**config.mk**
```make
export PLATFORM = sky130hd
export DESIGN_NAME = ldir_routing
export DESIGN_NICKNAME = d
export VERILOG_FILES = /design/src/rtl/ldir_pkg.sv /design/src/rtl/ldir_routing.sv
export SDC_FILE = /design/constraint.sdc
export NUM_CORES = 1
export LEC_CHECK = 0
export BUFFER_PORTS_ARGS = -buffer_cell sky130_fd_sc_hd__buf_2
export CORE_MARGIN = 4
export CORE_UTILIZATION = 41
export CTS_BUF_LIST = sky130_fd_sc_hd__clkbuf_8
export DETAILED_ROUTE_END_ITERATION = 7
export PLACE_DENSITY = 0.55
export SLEW_MARGIN = 20
export SYNTH_ARGS = -nofsm -noshare
export SYNTH_HDL_FRONTEND = slang
export SYNTH_SLANG_ARGS = --single-unit
```
**constraint.sdc**
```tcl
create_clock -name clk_sys -period 5.89 [get_ports clk_sys]
set_input_delay 0.2945 -clock clk_sys [delete_from_list [all_inputs] [get_ports clk_sys]]
set_output_delay 0.2945 -clock clk_sys [all_outputs]
set_load 0.02 [all_outputs]
```
**src/rtl/ldir_pkg.sv**
```systemverilog
// Package of constants and carriers for the logical device IRQ and DMA routing block.
package ldir_pkg;

   // ----------------------------------------------------------------------------
   // Configuration port locations
   // ----------------------------------------------------------------------------
   localparam logic [15:0] CFG_BASE_STRAP_LO = 16'h002E;
   localparam logic [15:0] CFG_BASE_STRAP_HI = 16'h004E;
   localparam logic [15:0] CFG_RELOC_MIN     = 16'h0100;
   localparam logic [15:0] CFG_RELOC_MAX     = 16'h0FFE;

   // ----------------------------------------------------------------------------
   // Configuration register indices
   // ----------------------------------------------------------------------------
   localparam logic [7:0] IDX_LDN       = 8'h07;
   localparam logic [7:0] IDX_PWR_CTRL  = 8'h22;
   localparam logic [7:0] IDX_OSC       = 8'h24;
   localparam logic [7:0] IDX_CFG_LO    = 8'h26;
   localparam logic [7:0] IDX_CFG_HI    = 8'h27;
   localparam logic [7:0] IDX_SMI_EN    = 8'h2B;
   localparam logic [7:0] IDX_ACTIVATE  = 8'h30;
   localparam logic [7:0] IDX_BASE_HI   = 8'h60;
   localparam logic [7:0] IDX_BASE_LO   = 8'h61;
   localparam logic [7:0] IDX_IRQ_SEL   = 8'h70;
   localparam logic [7:0] IDX_DMA_SEL   = 8'h74;

   // ----------------------------------------------------------------------------
   // Field positions
   // ----------------------------------------------------------------------------
   localparam int OSC_FULL16_BIT = 6;

   // ----------------------------------------------------------------------------
   // Logical device numbers
   // ----------------------------------------------------------------------------
   localparam int          NUM_LDN     = 6;
   localparam logic [2:0]  LDN_FLOPPY  = 3'h0;
   localparam logic [2:0]  LDN_PARPORT = 3'h3;
   localparam logic [2:0]  LDN_UART1   = 3'h4;
   localparam logic [2:0]  LDN_UART2   = 3'h5;

   // ----------------------------------------------------------------------------
   // Reset values
   // ----------------------------------------------------------------------------
   localparam logic [3:0] IRQ_SEL_RST_FLOPPY = 4'h6;
   localparam logic [3:0] IRQ_SEL_RST_OTHER  = 4'h0;
   localparam logic [2:0] DMA_SEL_RST_FLOPPY = 3'h2;
   localparam logic [2:0] DMA_SEL_RST_OTHER  = 3'h4;

   // ----------------------------------------------------------------------------
   // Base address windows and extended control modes
   // ----------------------------------------------------------------------------
   localparam logic [11:0] BASE_MIN         = 12'h100;
   localparam logic [11:0] BASE_MAX_8       = 12'hFF8;
   localparam logic [11:0] BASE_MAX_PARPORT = 12'hFFC;
   localparam logic [2:0]  ECR_MODE_FIFO    = 3'h2;
   localparam logic [2:0]  ECR_MODE_ECP     = 3'h3;
   localparam logic [2:0]  ECR_MODE_TEST    = 3'h6;

   // ----------------------------------------------------------------------------
   // Carriers
   // ----------------------------------------------------------------------------
   typedef struct packed {
      logic        wr;
      logic        rd;
      logic [15:0] addr;
      logic [7:0]  wdata;
   } ldir_io_req_s;

   typedef struct packed {
      logic            floppy_dma_gate;
      logic            floppy_powered_down;
      logic            parport_irq_gate;
      logic            parport_ecp_en;
      logic [2:0]      ecp_mode;
      logic            ecp_service_irq_bit;
      logic            ecp_dma_gate;
      logic [1:0][3:0] uart_irq_enable_reg;
      logic [1:0]      uart_aux_out_irq_gate;
   } ldir_gate_s;

   typedef struct packed {
      logic       floppy_irq;
      logic       parport_irq;
      logic [1:0] uart_irq;
      logic       floppy_drq;
      logic       parport_drq;
   } ldir_fn_req_s;

endpackage

```
**src/rtl/ldir_routing.sv**
```systemverilog
// Configuration port, base decoding and IRQ/DMA routing of the logical devices.
module ldir_routing (
   input  wire logic                  clk_sys,
   input  wire logic                  reset,
   input  wire logic                  soft_reset,
   input  wire logic                  cfg_port_strap,
   input  wire ldir_pkg::ldir_io_req_s io_req,
   input  wire ldir_pkg::ldir_gate_s  fn_gate,
   input  wire ldir_pkg::ldir_fn_req_s fn_req,
   input  wire logic                  sys_mgmt_event,
   output logic [7:0]                 io_rdata_q,
   output logic                       io_rd_ack_q,
   output logic [5:0]                 dev_hit_q,
   output logic [15:0]                irq_q,
   output logic [15:0]                irq_oe_q,
   output logic [3:0]                 dma_req_q,
   output logic [3:0]                 dma_oe_q,
   output logic                       sys_mgmt_irq_n_q
);

   // ----------------------------------------------------------------------------
   // Helper functions
   // ----------------------------------------------------------------------------

   // Address compare on A11..A0, plus A15..A12 zero in full decode mode.
   function automatic logic addr_hit(input logic [15:0] addr, input logic [15:0] base,
                                     input logic [11:0] span_mask, input logic full16);
      addr_hit = ((addr[11:0] & ~span_mask) == (base[11:0] & ~span_mask))
                 && (!full16 || addr[15:12] == 4'h0);
   endfunction

   // Size of the decoded window of each logical device, as a mask of low bits.
   function automatic logic [11:0] dev_span(input int d);
      dev_span = (3'(d) == ldir_pkg::LDN_PARPORT) ? 12'h003 : 12'h007;
   endfunction

   // Only some device numbers are implemented.
   function automatic logic dev_impl(input int d);
      dev_impl = (3'(d) == ldir_pkg::LDN_FLOPPY) || (3'(d) == ldir_pkg::LDN_PARPORT)
                 || (3'(d) == ldir_pkg::LDN_UART1) || (3'(d) == ldir_pkg::LDN_UART2);
   endfunction

   // Base address lies in its allowed window and alignment.
   function automatic logic base_ok(input int d, input logic [15:0] base);
      logic [11:0] top;
      top = (3'(d) == ldir_pkg::LDN_PARPORT) ? ldir_pkg::BASE_MAX_PARPORT
                                             : ldir_pkg::BASE_MAX_8;
      base_ok = dev_impl(d) && base[15:12] == 4'h0 && base[11:0] >= ldir_pkg::BASE_MIN
                && base[11:0] <= top && (base[11:0] & dev_span(d)) == 12'h000;
   endfunction

   // ----------------------------------------------------------------------------
   // Register state
   // ----------------------------------------------------------------------------
   logic [7:0]  idx_q;
   logic [2:0]  ldn_q;
   logic [7:0]  osc_q;
   logic        smi_en_q;
   logic        strap_q;
   logic        cfg_reloc_q;
   logic [7:0]  cfg_lo_q;
   logic [15:0] cfg_base_q;
   logic [5:0]  act_q;
   logic [15:0] base_q    [ldir_pkg::NUM_LDN];
   logic [3:0]  irq_sel_q [ldir_pkg::NUM_LDN];
   logic [2:0]  dma_sel_q [ldir_pkg::NUM_LDN];

   logic [15:0] cfg_addr;
   logic        idx_hit;
   logic        data_hit;
   logic        full16;
   logic [15:0] cfg_new;
   logic        cur_impl;

   // Effective configuration port address and index/data decode.
   always_comb
   begin
      full16   = osc_q[ldir_pkg::OSC_FULL16_BIT];
      cfg_addr = cfg_reloc_q ? cfg_base_q
                 : (strap_q ? ldir_pkg::CFG_BASE_STRAP_HI : ldir_pkg::CFG_BASE_STRAP_LO);
      idx_hit  = addr_hit(io_req.addr, cfg_addr, 12'h000, full16);
      data_hit = addr_hit(io_req.addr, cfg_addr + 16'h0001, 12'h000, full16);
      cfg_new  = {io_req.wdata, cfg_lo_q};
      cur_impl = dev_impl(int'(ldn_q));
   end

   // Strap is sampled while reset is held and kept afterwards.
   always_ff @(posedge clk_sys)
   begin
      if (reset)
         strap_q <= cfg_port_strap;
   end

   // Index register and global configuration registers.
   always_ff @(posedge clk_sys)
   begin
      if (reset)
      begin
         idx_q       <= 8'h00;
         ldn_q       <= 3'h0;
         osc_q       <= 8'h00;
         smi_en_q    <= 1'b0;
         cfg_reloc_q <= 1'b0;
         cfg_lo_q    <= 8'h00;
         cfg_base_q  <= 16'h0000;
      end
      else if (io_req.wr && idx_hit)
         idx_q <= io_req.wdata;
      else if (io_req.wr && data_hit)
      begin
         if (idx_q == ldir_pkg::IDX_LDN)
            ldn_q <= io_req.wdata[2:0];
         else if (idx_q == ldir_pkg::IDX_OSC)
            osc_q <= io_req.wdata;
         else if (idx_q == ldir_pkg::IDX_SMI_EN)
            smi_en_q <= io_req.wdata[0];
         else if (idx_q == ldir_pkg::IDX_CFG_LO)
            cfg_lo_q <= io_req.wdata;
         else if (idx_q == ldir_pkg::IDX_CFG_HI && cfg_new[0] == 1'b0
                  && cfg_new >= ldir_pkg::CFG_RELOC_MIN && cfg_new <= ldir_pkg::CFG_RELOC_MAX)
         begin
            cfg_base_q  <= cfg_new;
            cfg_reloc_q <= 1'b1;
         end
      end
   end

   // Activate bit, shared with the power control bit of each device.
   always_ff @(posedge clk_sys)
   begin
      if (reset)
         act_q <= 6'h00;
      else if (io_req.wr && data_hit && idx_q == ldir_pkg::IDX_PWR_CTRL)
      begin
         for (int d = 0; d < ldir_pkg::NUM_LDN; d++)
            act_q[d] <= io_req.wdata[d] && dev_impl(d);
      end
      else if (io_req.wr && data_hit && idx_q == ldir_pkg::IDX_ACTIVATE && cur_impl)
         act_q[ldn_q] <= io_req.wdata[0];
   end

   // Base address registers of each device.
   always_ff @(posedge clk_sys)
   begin
      if (reset)
      begin
         for (int d = 0; d < ldir_pkg::NUM_LDN; d++)
            base_q[d] <= 16'h0000;
      end
      else if (io_req.wr && data_hit && cur_impl)
      begin
         if (idx_q == ldir_pkg::IDX_BASE_HI)
            base_q[ldn_q][15:8] <= io_req.wdata;
         else if (idx_q == ldir_pkg::IDX_BASE_LO)
            base_q[ldn_q][7:0] <= io_req.wdata;
      end
   end

   // Interrupt and DMA selects, restored on hard and on soft reset.
   always_ff @(posedge clk_sys)
   begin
      if (reset || soft_reset)
      begin
         for (int d = 0; d < ldir_pkg::NUM_LDN; d++)
         begin
            irq_sel_q[d] <= (3'(d) == ldir_pkg::LDN_FLOPPY) ? ldir_pkg::IRQ_SEL_RST_FLOPPY
                                                            : ldir_pkg::IRQ_SEL_RST_OTHER;
            dma_sel_q[d] <= (3'(d) == ldir_pkg::LDN_FLOPPY) ? ldir_pkg::DMA_SEL_RST_FLOPPY
                                                            : ldir_pkg::DMA_SEL_RST_OTHER;
         end
      end
      else if (io_req.wr && data_hit && cur_impl)
      begin
         if (idx_q == ldir_pkg::IDX_IRQ_SEL)
            irq_sel_q[ldn_q] <= io_req.wdata[3:0];
         else if (idx_q == ldir_pkg::IDX_DMA_SEL)
            dma_sel_q[ldn_q] <= io_req.wdata[2:0];
      end
   end

   // ----------------------------------------------------------------------------
   // Read path
   // ----------------------------------------------------------------------------
   logic [7:0] rdata_d;

   // Data port returns the indexed register; unimplemented indices read zero.
   always_comb
   begin
      rdata_d = 8'h00;
      if (idx_hit)
         rdata_d = idx_q;
      else if (idx_q == ldir_pkg::IDX_LDN)
         rdata_d = {5'h00, ldn_q};
      else if (idx_q == ldir_pkg::IDX_OSC)
         rdata_d = osc_q;
      else if (idx_q == ldir_pkg::IDX_SMI_EN)
         rdata_d = {7'h00, smi_en_q};
      else if (idx_q == ldir_pkg::IDX_CFG_LO)
         rdata_d = cfg_addr[7:0];
      else if (idx_q == ldir_pkg::IDX_CFG_HI)
         rdata_d = cfg_addr[15:8];
      else if (idx_q == ldir_pkg::IDX_PWR_CTRL)
         rdata_d = {2'h0, act_q};
      else if (!cur_impl)
         rdata_d = 8'h00;
      else if (idx_q == ldir_pkg::IDX_ACTIVATE)
         rdata_d = {7'h00, act_q[ldn_q]};
      else if (idx_q == ldir_pkg::IDX_BASE_HI)
         rdata_d = base_q[ldn_q][15:8];
      else if (idx_q == ldir_pkg::IDX_BASE_LO)
         rdata_d = base_q[ldn_q][7:0];
      else if (idx_q == ldir_pkg::IDX_IRQ_SEL)
         rdata_d = {4'h0, irq_sel_q[ldn_q]};
      else if (idx_q == ldir_pkg::IDX_DMA_SEL)
         rdata_d = {5'h00, dma_sel_q[ldn_q]};
   end

   // Read data and its acknowledge appear one cycle after the read strobe.
   always_ff @(posedge clk_sys)
   begin
      if (reset)
      begin
         io_rdata_q  <= 8'h00;
         io_rd_ack_q <= 1'b0;
      end
      else
      begin
         io_rd_ack_q <= io_req.rd && (idx_hit || data_hit);
         io_rdata_q  <= (io_req.rd && (idx_hit || data_hit)) ? rdata_d : 8'h00;
      end
   end

   // ----------------------------------------------------------------------------
   // Function gating
   // ----------------------------------------------------------------------------
   logic [5:0] dev_ok;
   logic [5:0] dev_irq_en;
   logic [5:0] dev_dma_en;
   logic [5:0] dev_irq_req;
   logic [5:0] dev_drq;
   logic       fl_gate;
   logic       par_gate;
   logic       ecr_on_mode;

   // Each device's own enable condition, combined with activate and valid base.
   always_comb
   begin
      fl_gate     = fn_gate.floppy_dma_gate && !fn_gate.floppy_powered_down;
      ecr_on_mode = fn_gate.ecp_mode == ldir_pkg::ECR_MODE_FIFO
                    || fn_gate.ecp_mode == ldir_pkg::ECR_MODE_ECP
                    || fn_gate.ecp_mode == ldir_pkg::ECR_MODE_TEST;
      par_gate    = fn_gate.parport_ecp_en
                    ? ((ecr_on_mode || fn_gate.parport_irq_gate)
                       && !fn_gate.ecp_service_irq_bit)
                    : fn_gate.parport_irq_gate;
      for (int d = 0; d < ldir_pkg::NUM_LDN; d++)
         dev_ok[d] = act_q[d] && base_ok(d, base_q[d]);
      dev_irq_en  = 6'h00;
      dev_dma_en  = 6'h00;
      dev_irq_req = 6'h00;
      dev_drq     = 6'h00;
      dev_irq_en[ldir_pkg::LDN_FLOPPY]  = dev_ok[ldir_pkg::LDN_FLOPPY] && fl_gate;
      dev_dma_en[ldir_pkg::LDN_FLOPPY]  = dev_ok[ldir_pkg::LDN_FLOPPY] && fl_gate;
      dev_irq_en[ldir_pkg::LDN_PARPORT] = dev_ok[ldir_pkg::LDN_PARPORT] && par_gate;
      dev_dma_en[ldir_pkg::LDN_PARPORT] = dev_ok[ldir_pkg::LDN_PARPORT]
                                          && fn_gate.ecp_dma_gate;
      dev_irq_en[ldir_pkg::LDN_UART1]   = dev_ok[ldir_pkg::LDN_UART1]
                                          && |fn_gate.uart_irq_enable_reg[0]
                                          && fn_gate.uart_aux_out_irq_gate[0];
      dev_irq_en[ldir_pkg::LDN_UART2]   = dev_ok[ldir_pkg::LDN_UART2]
                                          && |fn_gate.uart_irq_enable_reg[1]
                                          && fn_gate.uart_aux_out_irq_gate[1];
      dev_irq_req[ldir_pkg::LDN_FLOPPY]  = fn_req.floppy_irq;
      dev_irq_req[ldir_pkg::LDN_PARPORT] = fn_req.parport_irq;
      dev_irq_req[ldir_pkg::LDN_UART1]   = fn_req.uart_irq[0];
      dev_irq_req[ldir_pkg::LDN_UART2]   = fn_req.uart_irq[1];
      dev_drq[ldir_pkg::LDN_FLOPPY]      = fn_req.floppy_drq;
      dev_drq[ldir_pkg::LDN_PARPORT]     = fn_req.parport_drq;
   end

   // ----------------------------------------------------------------------------
   // Routing matrix
   // ----------------------------------------------------------------------------
   logic [15:0] irq_d;
   logic [15:0] irq_oe_d;
   logic [3:0]  dma_d;
   logic [3:0]  dma_oe_d;
   logic [5:0]  hit_d;

   // Every line 1..15 is reachable; line 0 means no interrupt.
   always_comb
   begin
      irq_d    = 16'h0000;
      irq_oe_d = 16'h0000;
      dma_d    = 4'h0;
      dma_oe_d = 4'h0;
      hit_d    = 6'h00;
      for (int d = 0; d < ldir_pkg::NUM_LDN; d++)
      begin
         for (int n = 1; n < 16; n++)
         begin
            if (irq_sel_q[d] == 4'(n) && dev_irq_en[d])
            begin
               irq_oe_d[n] = 1'b1;
               irq_d[n]    = irq_d[n] | dev_irq_req[d];
            end
         end
         for (int c = 1; c < 4; c++)
         begin
            if (dma_sel_q[d] == 3'(c) && dev_dma_en[d])
            begin
               dma_oe_d[c] = 1'b1;
               dma_d[c]    = dma_d[c] | dev_drq[d];
            end
         end
         hit_d[d] = (io_req.wr || io_req.rd) && dev_ok[d]
                    && addr_hit(io_req.addr, base_q[d], dev_span(d), full16);
      end
   end

   // Registered line drivers and chip selects.
   always_ff @(posedge clk_sys)
   begin
      if (reset)
      begin
         irq_q            <= 16'h0000;
         irq_oe_q         <= 16'h0000;
         dma_req_q        <= 4'h0;
         dma_oe_q         <= 4'h0;
         dev_hit_q        <= 6'h00;
         sys_mgmt_irq_n_q <= 1'b1;
      end
      else
      begin
         irq_q            <= irq_d;
         irq_oe_q         <= irq_oe_d;
         dma_req_q        <= dma_d;
         dma_oe_q         <= dma_oe_d;
         dev_hit_q        <= hit_d;
         sys_mgmt_irq_n_q <= !(smi_en_q && sys_mgmt_event);
      end
   end

   // ----------------------------------------------------------------------------
   // Checks
   // ----------------------------------------------------------------------------
   irq_line_zero_a: assert property (@(posedge clk_sys) disable iff (reset)
      irq_oe_q[0] == 1'b0 && dma_oe_q[0] == 1'b0)
      else $error("Line zero was driven.");

   undriven_lines_a: assert property (@(posedge clk_sys) disable iff (reset)
      (irq_q & ~irq_oe_q) == 16'h0000 && (dma_req_q & ~dma_oe_q) == 4'h0)
      else $error("Request raised on an undriven line.");

   reset_defaults_a: assert property (@(posedge clk_sys) disable iff (reset)
      $past(reset) || $past(soft_reset) |-> irq_sel_q[0] == 4'h6 && dma_sel_q[0] == 3'h2
                       && dma_sel_q[3] == 3'h4 && irq_sel_q[3] == 4'h0)
      else $error("Select registers missed their reset values.");

   cfg_reloc_range_a: assert property (@(posedge clk_sys) disable iff (reset)
      cfg_reloc_q |-> cfg_addr[0] == 1'b0 && cfg_addr >= 16'h0100 && cfg_addr <= 16'h0FFE)
      else $error("Configuration port outside relocation window.");

   irq_sel_write_a: assert property (@(posedge clk_sys) disable iff (reset)
      io_req.wr && data_hit && idx_q == 8'h70 && cur_impl && !soft_reset
      |=> irq_sel_q[$past(ldn_q)] == $past(io_req.wdata[3:0]))
      else $error("Interrupt select write not stored.");

   floppy_gate_a: assert property (@(posedge clk_sys) disable iff (reset)
      !fn_gate.floppy_dma_gate || fn_gate.floppy_powered_down
      |-> !dev_irq_en[0] && !dev_dma_en[0])
      else $error("Floppy routed with its gate closed.");

   uart_gate_a: assert property (@(posedge clk_sys) disable iff (reset)
      !fn_gate.uart_aux_out_irq_gate[0] || fn_gate.uart_irq_enable_reg[0] == 4'h0
      |-> !dev_irq_en[4])
      else $error("Serial interrupt routed while disabled.");

   ecp_service_a: assert property (@(posedge clk_sys) disable iff (reset)
      fn_gate.parport_ecp_en && fn_gate.ecp_service_irq_bit |-> !dev_irq_en[3])
      else $error("Parallel interrupt passed with service bit set.");

   inactive_dev_a: assert property (@(posedge clk_sys) disable iff (reset)
      act_q == 6'h00 |=> irq_oe_q == 16'h0000 && dma_oe_q == 4'h0 && irq_q == 16'h0000)
      else $error("Inactive devices drove a line.");

endmodule

```
==> metrics.txt, run 1 <==
status completed; Post-synth top flop edfxtp_1; die width 194 um; maximum operating frequency around 230 MHz; drt drc 0; top cell type's share of synthesized area 39.0%; Iteration-0 DRC Markers between 1k and 1.5k; Initial Utilization approximately two fifths; routability congestion estimate 0.924; endpoint class of the critical path register; postcts setup bufs 0; Worst Path Required 6340 ps; CTS H-tree lvls 2; initial antenna violation count 3; final worst slack 1600 ps; Max-Slew Margin vs Limit about 23%; critical path arrival 4740 ps; DP HPWL between 30000 and 40000 um; pre-CTS setup slack 1720 ps; Routed Antenna Nets 0; yosys warns 0; GR Overflow Total 0; Highest Signal Layer met5; met2 WL 21100 um; row count 68; core footprint around 34000 sq um; Worst Max-Slew Pin Slew 1140 ps; min Tclk post-route between 4000 and 5000 ps; final setup TNS 0 ps; clock skew 59.1 ps; TritonCTS buffer count 51; clock sinks 289; multi-input gate area in the final layout 6420 sq um; cell area after synthesis 14200 sq um; Slew Limit Fails 0; Vert. Die Dim just under 200 um; total number of vias 11.2k; later-pin clock latency in the skew report ~650 ps; layout cell share with drive strength beyond 1 a little under a fifth; Commonest cells post-synth edfxtp_1, nor2_1, dfxtp_1, clkbuf_1, mux2i_1; asr flop ratio synth 0%; total wire length 46500 um; top-count cell post-synth edfxtp_1; crit-path max FO 14; first-pass GRT wire length approximately 69000 um; io pins roughly 110; Power Dens Cells 267 nW/um^2; worst hold path class in2reg; post-detailed-route wirelength per cell 24.4 um; period utilisation layout approximately 73%; area delta synth->final 15.9%; Fillers 3208; I/O Buffers 105; register area 7640 sq um; via density per instance approximately 6; vias in the first global route 10.7k; distinct cell type count after synthesis between 80 and 90; Tot GR Track Use between 20% and 30%; Setup CP Type reg2reg; number of flops mapped to enable cells by yosys 185; DRT met1 WL 19700 um; met3 wire length between 4000 and 5000 um; Yosys top cell by area edfxtp_1; flops & latches, synth 289; Startpoint Class register; Final Setup Violations 0; TritonCTS clock tree yes; synth top area cells edfxtp_1, dfxtp_1, mux4_2; DP Cell Count 1805; total iterations of the first detailed-routing run 6; die area 37800 sq um; Final Non-Filler Cells 1907; Cells after Synth approximately 1.2k; max-cap viol count 0; Longest Clk Path Bufs 3; Nets 1466; Avg Cell Area, Syn 11.6 sq um; RSZ-0062 raised after global routing false; Final Hold Viols 0; Leak around 6.3 nW; CTS clk-pin slew, worst paths 60 ps; largest net degree at the start of global routing 62; Root Buffer Master clkbuf_8; sequential share of the synthesized area 53.6%; Peak VDD IR approximately 0.19 mV
## power breakdown
group          internal, mW  switching [mW]
logic                0.0729           0.142
clock network          1.07           0.853
registers              2.22          0.0527
total                  3.36            1.05
## registers in the layout, indices dropped and copies added (netlist names), named ones only
| register | cells |
|---|---|
| dev_hit_q | 4 |
| irq_sel_q | 32 |
| dma_req_q | 3 |
| base_q | 128 |
| idx_q | 8 |
| io_rd_ack_q | 1 |
| cfg_base_q | 16 |
| smi_en_q | 1 |
| io_rdata_q | 8 |
| dma_oe_q | 3 |
| dma_sel_q | 24 |
| irq_oe_q | 15 |
| sys_mgmt_irq_n_q | 1 |
| cfg_reloc_q | 1 |
| ldn_q | 3 |
| osc_q | 8 |
| act_q | 6 |
| cfg_lo_q | 8 |
| irq_q | 15 |
| strap_q | 1 |
## cell usage in the layout (no fill, tap or decap), drive strengths merged, types with 7 or more instances in the layout
| master | synthesis | routed |
|---|---|---|
| conb | 2 | 98 |
| a31oi | 8 | 8 |
| clkinv | 1 | 7 |
| dfxtp | 104 | 104 |
| nand3 | 42 | 42 |
| nor3 | 22 | 22 |
| a21oi | 54 | 54 |
| mux4 | 47 | 47 |
| clkbuf | 67 | 60 |
| a32oi | 17 | 17 |
| nand4 | 20 | 20 |
| o22ai | 9 | 9 |
| buf | 34 | 122 |
| and3 | 36 | 36 |
| o21ai | 21 | 21 |
| a22oi | 44 | 44 |
| edfxtp | 185 | 185 |
| nor3b | 7 | 7 |
| a21o | 7 | 7 |
| nor2b | 17 | 17 |
| nand2 | 54 | 54 |
| mux2i | 59 | 59 |
| nor4 | 24 | 24 |
| xnor2 | 29 | 29 |
| and2 | 27 | 27 |
| xor2 | 29 | 29 |
| inv | 25 | 50 |
| nor2 | 133 | 133 |
## stage by stage
stage	util [%]	hold WS, ps	power, mW	instance area (sq um)
detailed placement	44.8	445	2.52	15400
CTS	48.0	4.98	4.45	16500
floorplan	-	378	2.42	14600
global route	48.0	29.5	4.56	16500
global placement	44.8	454	2.52	15400
finish	48.0	51.0	4.41	16500
## cell families after synthesis
group,share of synthesized area [%]
simple gates,16.1
flops,53.6
compound gates,10.6
buf+inv,3.94
mux,12.0
xor+xnor,3.57
other cells,0.0527
fa+ha+maj,0.0878
## layout make-up
cell class              count  share of cell area, %
multi-input cells         913                   38.9
flip-flops and latches    289                   46.3
clock inverters            34                   1.47
inverters                  26                  0.591
clock buffers              60                   5.00
repair buffers            128                   4.33
diodes                      2                 0.0303
well taps                 455                   3.45
## critical path, stage by stage (launching register included)
cell and delay [ps]:
dfxtp_1 570, and2_1 220, ha_1 320, nand3_1 140
a221oi_2 280, xor2_1 170, o311ai_1 150, nor4_4 850
nand2_1 200, nor4b_2 820, and2_1 350
## repair_timing
item | CTS | global route
resized for setup | 0 | 0
hold endpoints to repair | 6 | 0
hold buffers | 6 | 0
## path summary, 6_finish.rpt
| path | end | slack [ps] | start | depth (start not counted) |
|---|---|---|---|---|
| hold reg to reg | act_q[2]$_SDFFE_PP0P_ | 460 | act_q[2]$_SDFFE_PP0P_ | 1 |
| setup reg to reg | base_q[7][10]$_DFFE_PP_ | 1600 | cfg_reloc_q$_SDFFE_PP0P_ | 10 |
| hold / removal | irq_q[8]$_SDFF_PP0_ | 50 | fn_req[2] | 3 |
| setup / recovery | base_q[7][10]$_DFFE_PP_ | 1600 | cfg_reloc_q$_SDFFE_PP0P_ | 10 |
## routing by layer
metal / vias to the layer above / global-route usage, %
met5: - / 0
met4: 2 / 8.75
met3: 107 / 4.56
met2: 590 / 36.8
met1: 5536 / 34.2
li1: 4950 / -
Note: power is estimated with default switching activity, not from simulation.
==> inputs of run 2 (changes only) <==
- ABC_AREA: not set -> 1
- PLACE_DENSITY: 0.55 -> 0.57
- clock period: 5.89 -> 3.7 ns (I/O delays scaled with it)
==> metrics.txt, run 2 <==
status completed; first-pass GRT wire length 73500 um (+6.7%); Routed Antenna Nets 0 (unchanged); max-cap viol count 0 (unchanged); Peak VDD IR 0.278 mV (+50%); Max-Slew Margin vs Limit 32.0% (+8.9 points); largest net degree at the start of global routing 109 (+76%); TritonCTS clock tree yes; top cell type's share of synthesized area 38.2% (-0.75 points); post-detailed-route wirelength per cell 19.5 um (-20%); period utilisation layout 93.4% (+21 points); total number of vias 13.2k (+18%); Power Dens Cells 398 nW/um^2 (+49%); most frequent cells in the layout nand2_1, nor2_1, inv_1; later-pin clock latency in the skew report 640 ps (about the same); routability congestion estimate 0.917 (-0.81%); Yosys top cell by area edfxtp_1; biggest regs base_q: 128 flops, irq_sel_q: 32 flops, dma_sel_q: 24 flops; Iteration-0 DRC Markers 1305 (+5.6%); distinct cell type count after synthesis 46 (-45%); worst hold path class in2reg; crit-path max FO 13 (-1); Startpoint Class register; GR Overflow Total 0 (unchanged); Nets 2063 (+41%); die area 38500 sq um (+1.9%); layout cell share with drive strength beyond 1 11.8% (-7.3 points); Cells after Synth 1786 (+45%); flops & latches, synth 289 (unchanged); io pins 112 (unchanged); TritonCTS buffer count 49 (-3.9%); row count 68 (unchanged); core footprint 34700 sq um (+0.99%); Avg Cell Area, Syn 8.13 sq um (-30%); Fillers 3480 (+8.5%); DP HPWL 35800 um (+8.1%); clock sinks 289 (unchanged); Power, Total 6.78 mW (+54%); most common cell after layout, fill and taps aside nand2_1; final setup TNS 0 ps (unchanged); CTS H-tree lvls 2 (unchanged); top-count cell post-synth nand2_1; maximum operating frequency 289 MHz (+24%); Leak 6.88 nW (+9.1%); critical path arrival 4020 ps (-720 ps); fin util 49.1% (+1.0 points); Most flops, register base_q; Slew Limit Fails 0 (unchanged); vias in the first global route 12.4k (+16%); asr flop ratio synth 0% (unchanged); RSZ-0062 raised after global routing false; yosys warns 0 (unchanged); drt drc 0 (unchanged); Final Setup Violations 0 (unchanged); total wire length 48900 um (+5.1%); Largest register FFs 128 (unchanged); I/O Buffers 105 (unchanged); Tot GR Track Use 24.7% (+0.72 points); Worst Max-Slew Pin Slew 1020 ps (-125 ps); Post-synth top flop edfxtp_1; synth top area cells edfxtp_1, dfxtp_1, nand2_1; sequential share of the synthesized area 52.6% (-1.0 points); Root Buffer Master clkbuf_8; Design Area, Final 17000 sq um (+3.1%); Longest Clk Path Bufs 3 (unchanged); Final Hold Viols 0 (unchanged); final worst slack 243 ps (-1350 ps); area delta synth->final 17.3%; Vert. Die Dim 196 um (+0.94%); initial antenna violation count 1 (-2); Setup CP Type reg2reg; clock skew 35.9 ps (-23.2 ps); CTS clk-pin slew, worst paths 60 ps (about the same); Initial Utilization 41.9% (+0.40 points); cell area after synthesis 14500 sq um (+2.0%); Commonest cells post-synth nand2_1, nor2_1, edfxtp_1, nand3_1, inv_1; min Tclk post-route 3460 ps (-836 ps); number of flops mapped to enable cells by yosys 185 (unchanged); total iterations of the first detailed-routing run 5 (-1); via density per instance 5.29 (-9.8%); Worst Path Required 4270 ps (-2070 ps); endpoint class of the critical path register; placed inst area 15900 sq um (+3.2%); die width 196 um (+0.94%); pre-CTS setup slack 269 ps (-1450 ps)
run 2: worst max-delay path, cell delays in order, from the launching register on:
cell,delay [ps]
dfxtp_1,420
nand2_2,130
inv_1,70
ha_1,250
nand2_1,120
nor2_4,200
nand3_1,100
nand2_1,80
inv_1,40
nor2_1,150
nand4_1,180
nor2_2,150
nand3_1,330
inv_2,370
nand2_1,100
a21oi_1,140
dlygate4sd3_1,560
run 2: layer usage:
| metal | GRT usage (%) | up-vias | wire length [um] |
|---|---|---|---|
| li1 | - | 6338 | - |
| met1 | 34.8 | 6198 | 21400 |
| met2 | 38.0 | 600 | 21800 |
| met3 | 5.07 | 100 | 4130 |
| met4 | 8.87 | 0 | 1550 |
| met5 | 0 | - | 0 |
run 2: area by class of cell:
class	count	area (sq um)	area share (%)
flip-flops and latches	289	7640	44.9
multi-input cells	1325	6200	36.4
repair buffers	155	981	5.76
clock buffers	51	702	4.12
inverters	186	698	4.10
well taps	455	569	3.34
clock inverters	39	244	1.43
diodes	1	2.50	0.0147
run 2: stage by stage:
step / cells / hold WS, ps
final: 2501 / 41.5
after global routing: 2500 / 38.2
after CTS: 2500 / 1.37
after detailed placement: 2389 / 377
after global placement: 2389 / 369
after floorplan: 1882 / 272
run 2: final timing paths:
check | start | to | slack [ps] | cells after the start
worst max register to register | cfg_reloc_q$_SDFFE_PP0P_ | cfg_base_q[9]$_SDFFE_PP0P_ | 240 | 16
worst min register to register | cfg_base_q[15]$_SDFFE_PP0P_ | cfg_base_q[15]$_SDFFE_PP0P_ | 450 | 2
worst max-delay path | cfg_reloc_q$_SDFFE_PP0P_ | cfg_base_q[9]$_SDFFE_PP0P_ | 240 | 16
worst min-delay path | io_req[10] | dev_hit_q[3]$_SDFF_PP0_ | 40 | 5
run 2: cells by family after synthesis:
| family | count (synthesis) | synth area share [%] |
|---|---|---|
| and+or+nand+nor | 943 | 28.1 |
| AOI/OAI and AO/OA | 255 | 10.2 |
| xor gates and xnor gates | 28 | 1.74 |
| other | 2 | 0.0517 |
| DFF | 289 | 52.6 |
| buffers and inverters | 268 | 7.31 |
| adders and majority gates | 1 | 0.0861 |
run 2: power breakdown:
part	switching [mW]	internal, mW
combinational	0.268	0.108
sequential	0.0587	3.54
clock	1.37	1.44
total	1.70	5.08
run 2: what timing repair did:
item | 4_1_cts | 5_1_grt
setup buffers | 0 | 0
hold endpoints to repair | 42 | 0
hold buffers | 21 | 0
gates resized for setup | 0 | 3
setup endpoints to repair | 0 | 24
==> inputs of run 3 (changes only) <==
- CORE_UTILIZATION: 41 -> 40
- PLACE_DENSITY: 0.57 -> 0.56
- SKIP_CTS_REPAIR_TIMING: not set -> 1
==> metrics.txt, run 3 (synthesis gave the netlist of run 2 again) <==
Seq pwr share 49.1% (-3.9 points); row count 69 (+1.5%); critical path arrival 3720 ps (-300 ps); CP most frequent cell nand2_1; placed inst area 15800 sq um (-0.22%); clock skew 29.6 ps (-6.25 ps); ANT cells 0 (-1); Fillers 3529 (+1.4%); Final Hold Viols 0 (unchanged); I/O Buffers 105 (unchanged); later-pin clock latency in the skew report 640 ps (about the same); met2 WL 21800 um (about the same); die area 39400 sq um (+2.4%); vias in the first global route 12.3k (-0.57%); Initial Utilization 40.7% (-1.1 points); Nets 2058 (-0.24%); routability congestion estimate 0.986 (+7.6%); Power, Total 7.32 mW (+7.9%); CTS H-tree lvls 2 (unchanged); Leak 6.95 nW (+1.0%); Tot GR Track Use 24.4% (-0.34 points); min Tclk post-route 3390 ps (-65.7 ps); first-pass GRT wire length 73000 um (-0.57%); period utilisation layout 91.6% (-1.8 points); CP peak stage delay 420 ps (-140 ps); met3 wire length 4300 um (+4.2%); fin util 48.2% (-0.87 points); Max-Slew Margin vs Limit 31.6% (-0.49 points); drt drc 0 (unchanged); CTS clk-pin slew, worst paths 60 ps (about the same); Setup CP Type reg2reg; Slowest-stage cell, CP dfxtp_1; TritonCTS clock tree yes; Routed Antenna Nets 0 (unchanged); Int Power 5.60 mW (+10%); worst hold slack 62.9 ps (+21.4 ps); DRT met1 WL 21300 um (-0.51%); DP HPWL 35700 um (-0.30%); TritonCTS buffer count 51 (+4.1%); Root Buffer Master clkbuf_8; worst hold path class in2reg; Worst Max-Slew Pin Slew 1030 ps (+7.35 ps); R2R setup slack 310 ps (+70 ps); Net Sw Power 1.73 mW (+1.5%); Longest Clk Path Bufs 3 (unchanged); biggest regs base_q: 128 flops, irq_sel_q: 32 flops, dma_sel_q: 24 flops; Slew Limit Fails 0 (unchanged); via density per instance 5.22 (-1.4%); Largest register FFs 128 (unchanged); Worst Path Required 4030 ps (-240 ps); clock power share 45.7% (+4.3 points); area delta synth->final 18.3%; core footprint 35700 sq um (+2.7%); Power Dens Cells 426 nW/um^2 (+7.0%); Most flops, register base_q; Worst Path Buf+Inv 1 (-3); maximum operating frequency 295 MHz (+1.9%); layout cell share with drive strength beyond 1 12.2% (+0.41 points); most frequent cells in the layout nand2_1, nor2_1, inv_1; switching part of the total 23.6% (-1.5 points); endpoint class of the critical path register; Design Area, Final 17200 sq um (+0.89%); total number of vias 13.1k (-1.4%); most common cell after layout, fill and taps aside nand2_1; Iteration-0 DRC Markers 1191 (-8.7%); initial antenna violation count 2 (+1); status completed; largest net degree at the start of global routing 72 (-34%); RSZ-0062 raised after global routing true; Final Setup Violations 0 (unchanged); Peak VDD IR 0.286 mV (+2.7%); Top Family by Delay on Critical Path simple AND/OR/NAND/NOR gates; Startpoint Class register; total wire length 49100 um (+0.49%); max-cap viol count 0 (unchanged); Highest Signal Layer met5; crit path cell chain nand2_2, inv_1, ha_1, nand2_1, nor2_4, nand2_1, nand2_1, nand3_1, nor2_1, nand3_1, nor2_4, nand2_2, nor2_8, nand2_2, nor2_1, nand2_1, nand2_4; GR Overflow Total 0 (unchanged); post-detailed-route wirelength per cell 19.6 um (+0.41%); clock sinks 289 (unchanged); io pins 112 (unchanged); Logic pwr share 5.1% (-0.5 points); die width 199 um (+1.2%); Vert. Die Dim 199 um (+1.2%); crit-path max FO 11 (-2); total iterations of the first detailed-routing run 5 (unchanged)
run 3: per-stage QoR:
step | setup WS [ps] | setup TNS [ps] | cells
floorplan | 602 | 0 | 1882
global placement | 406 | 0 | 2391
detailed placement | 310 | 0 | 2391
CTS | 269 | 0 | 2485
global route | -3.44 | -6.76 | 2503
finish | 309 | 0 | 2503
run 3: final timing paths:
kind,start,end,cells after the start
max,cfg_reloc_q$_SDFFE_PP0P_,base_q[4][15]$_SDFFCE_PN0P_,17
min,io_req[12],dev_hit_q[3]$_SDFF_PP0_,4
max reg2reg,cfg_reloc_q$_SDFFE_PP0P_,base_q[4][15]$_SDFFCE_PN0P_,17
min reg2reg,cfg_base_q[15]$_SDFFE_PP0P_,cfg_base_q[15]$_SDFFE_PP0P_,2
run 3: cell type report:
cell class              instances  area (sq um)  area share (%)
clock buffers                  59           812            4.72
clock inverters                35           343            1.99
inverters                     186           698            4.06
multi-input cells            1325          6210            36.1
flip-flops and latches        289          7640            44.5
well taps                     461           577            3.36
repair buffers                148           908            5.29
run 3: metal layers:
layer  vias up  global-route usage, %
li1       6320                      -
met1      6041                   33.7
met2       576                   37.3
met3       116                   6.23
met4         4                   8.66
met5         -                      0
run 3: power groups by stage:
stage | sequential, mW | combinational [mW] | clock, mW
2_1_floorplan | 3.64 | 0.219 | 0
3_3_place_gp | 3.67 | 0.352 | 0
3_5_place_dp | 3.67 | 0.354 | 0
4_1_cts | 3.60 | 0.355 | 3.43
5_1_grt | 3.61 | 0.416 | 3.57
6_report | 3.60 | 0.376 | 3.35
run 3: worst min-delay path, cell delays in order:
cell	delay, ps
buf_2	210
xnor2_1	100
nand4_1	80
nor2_1	60
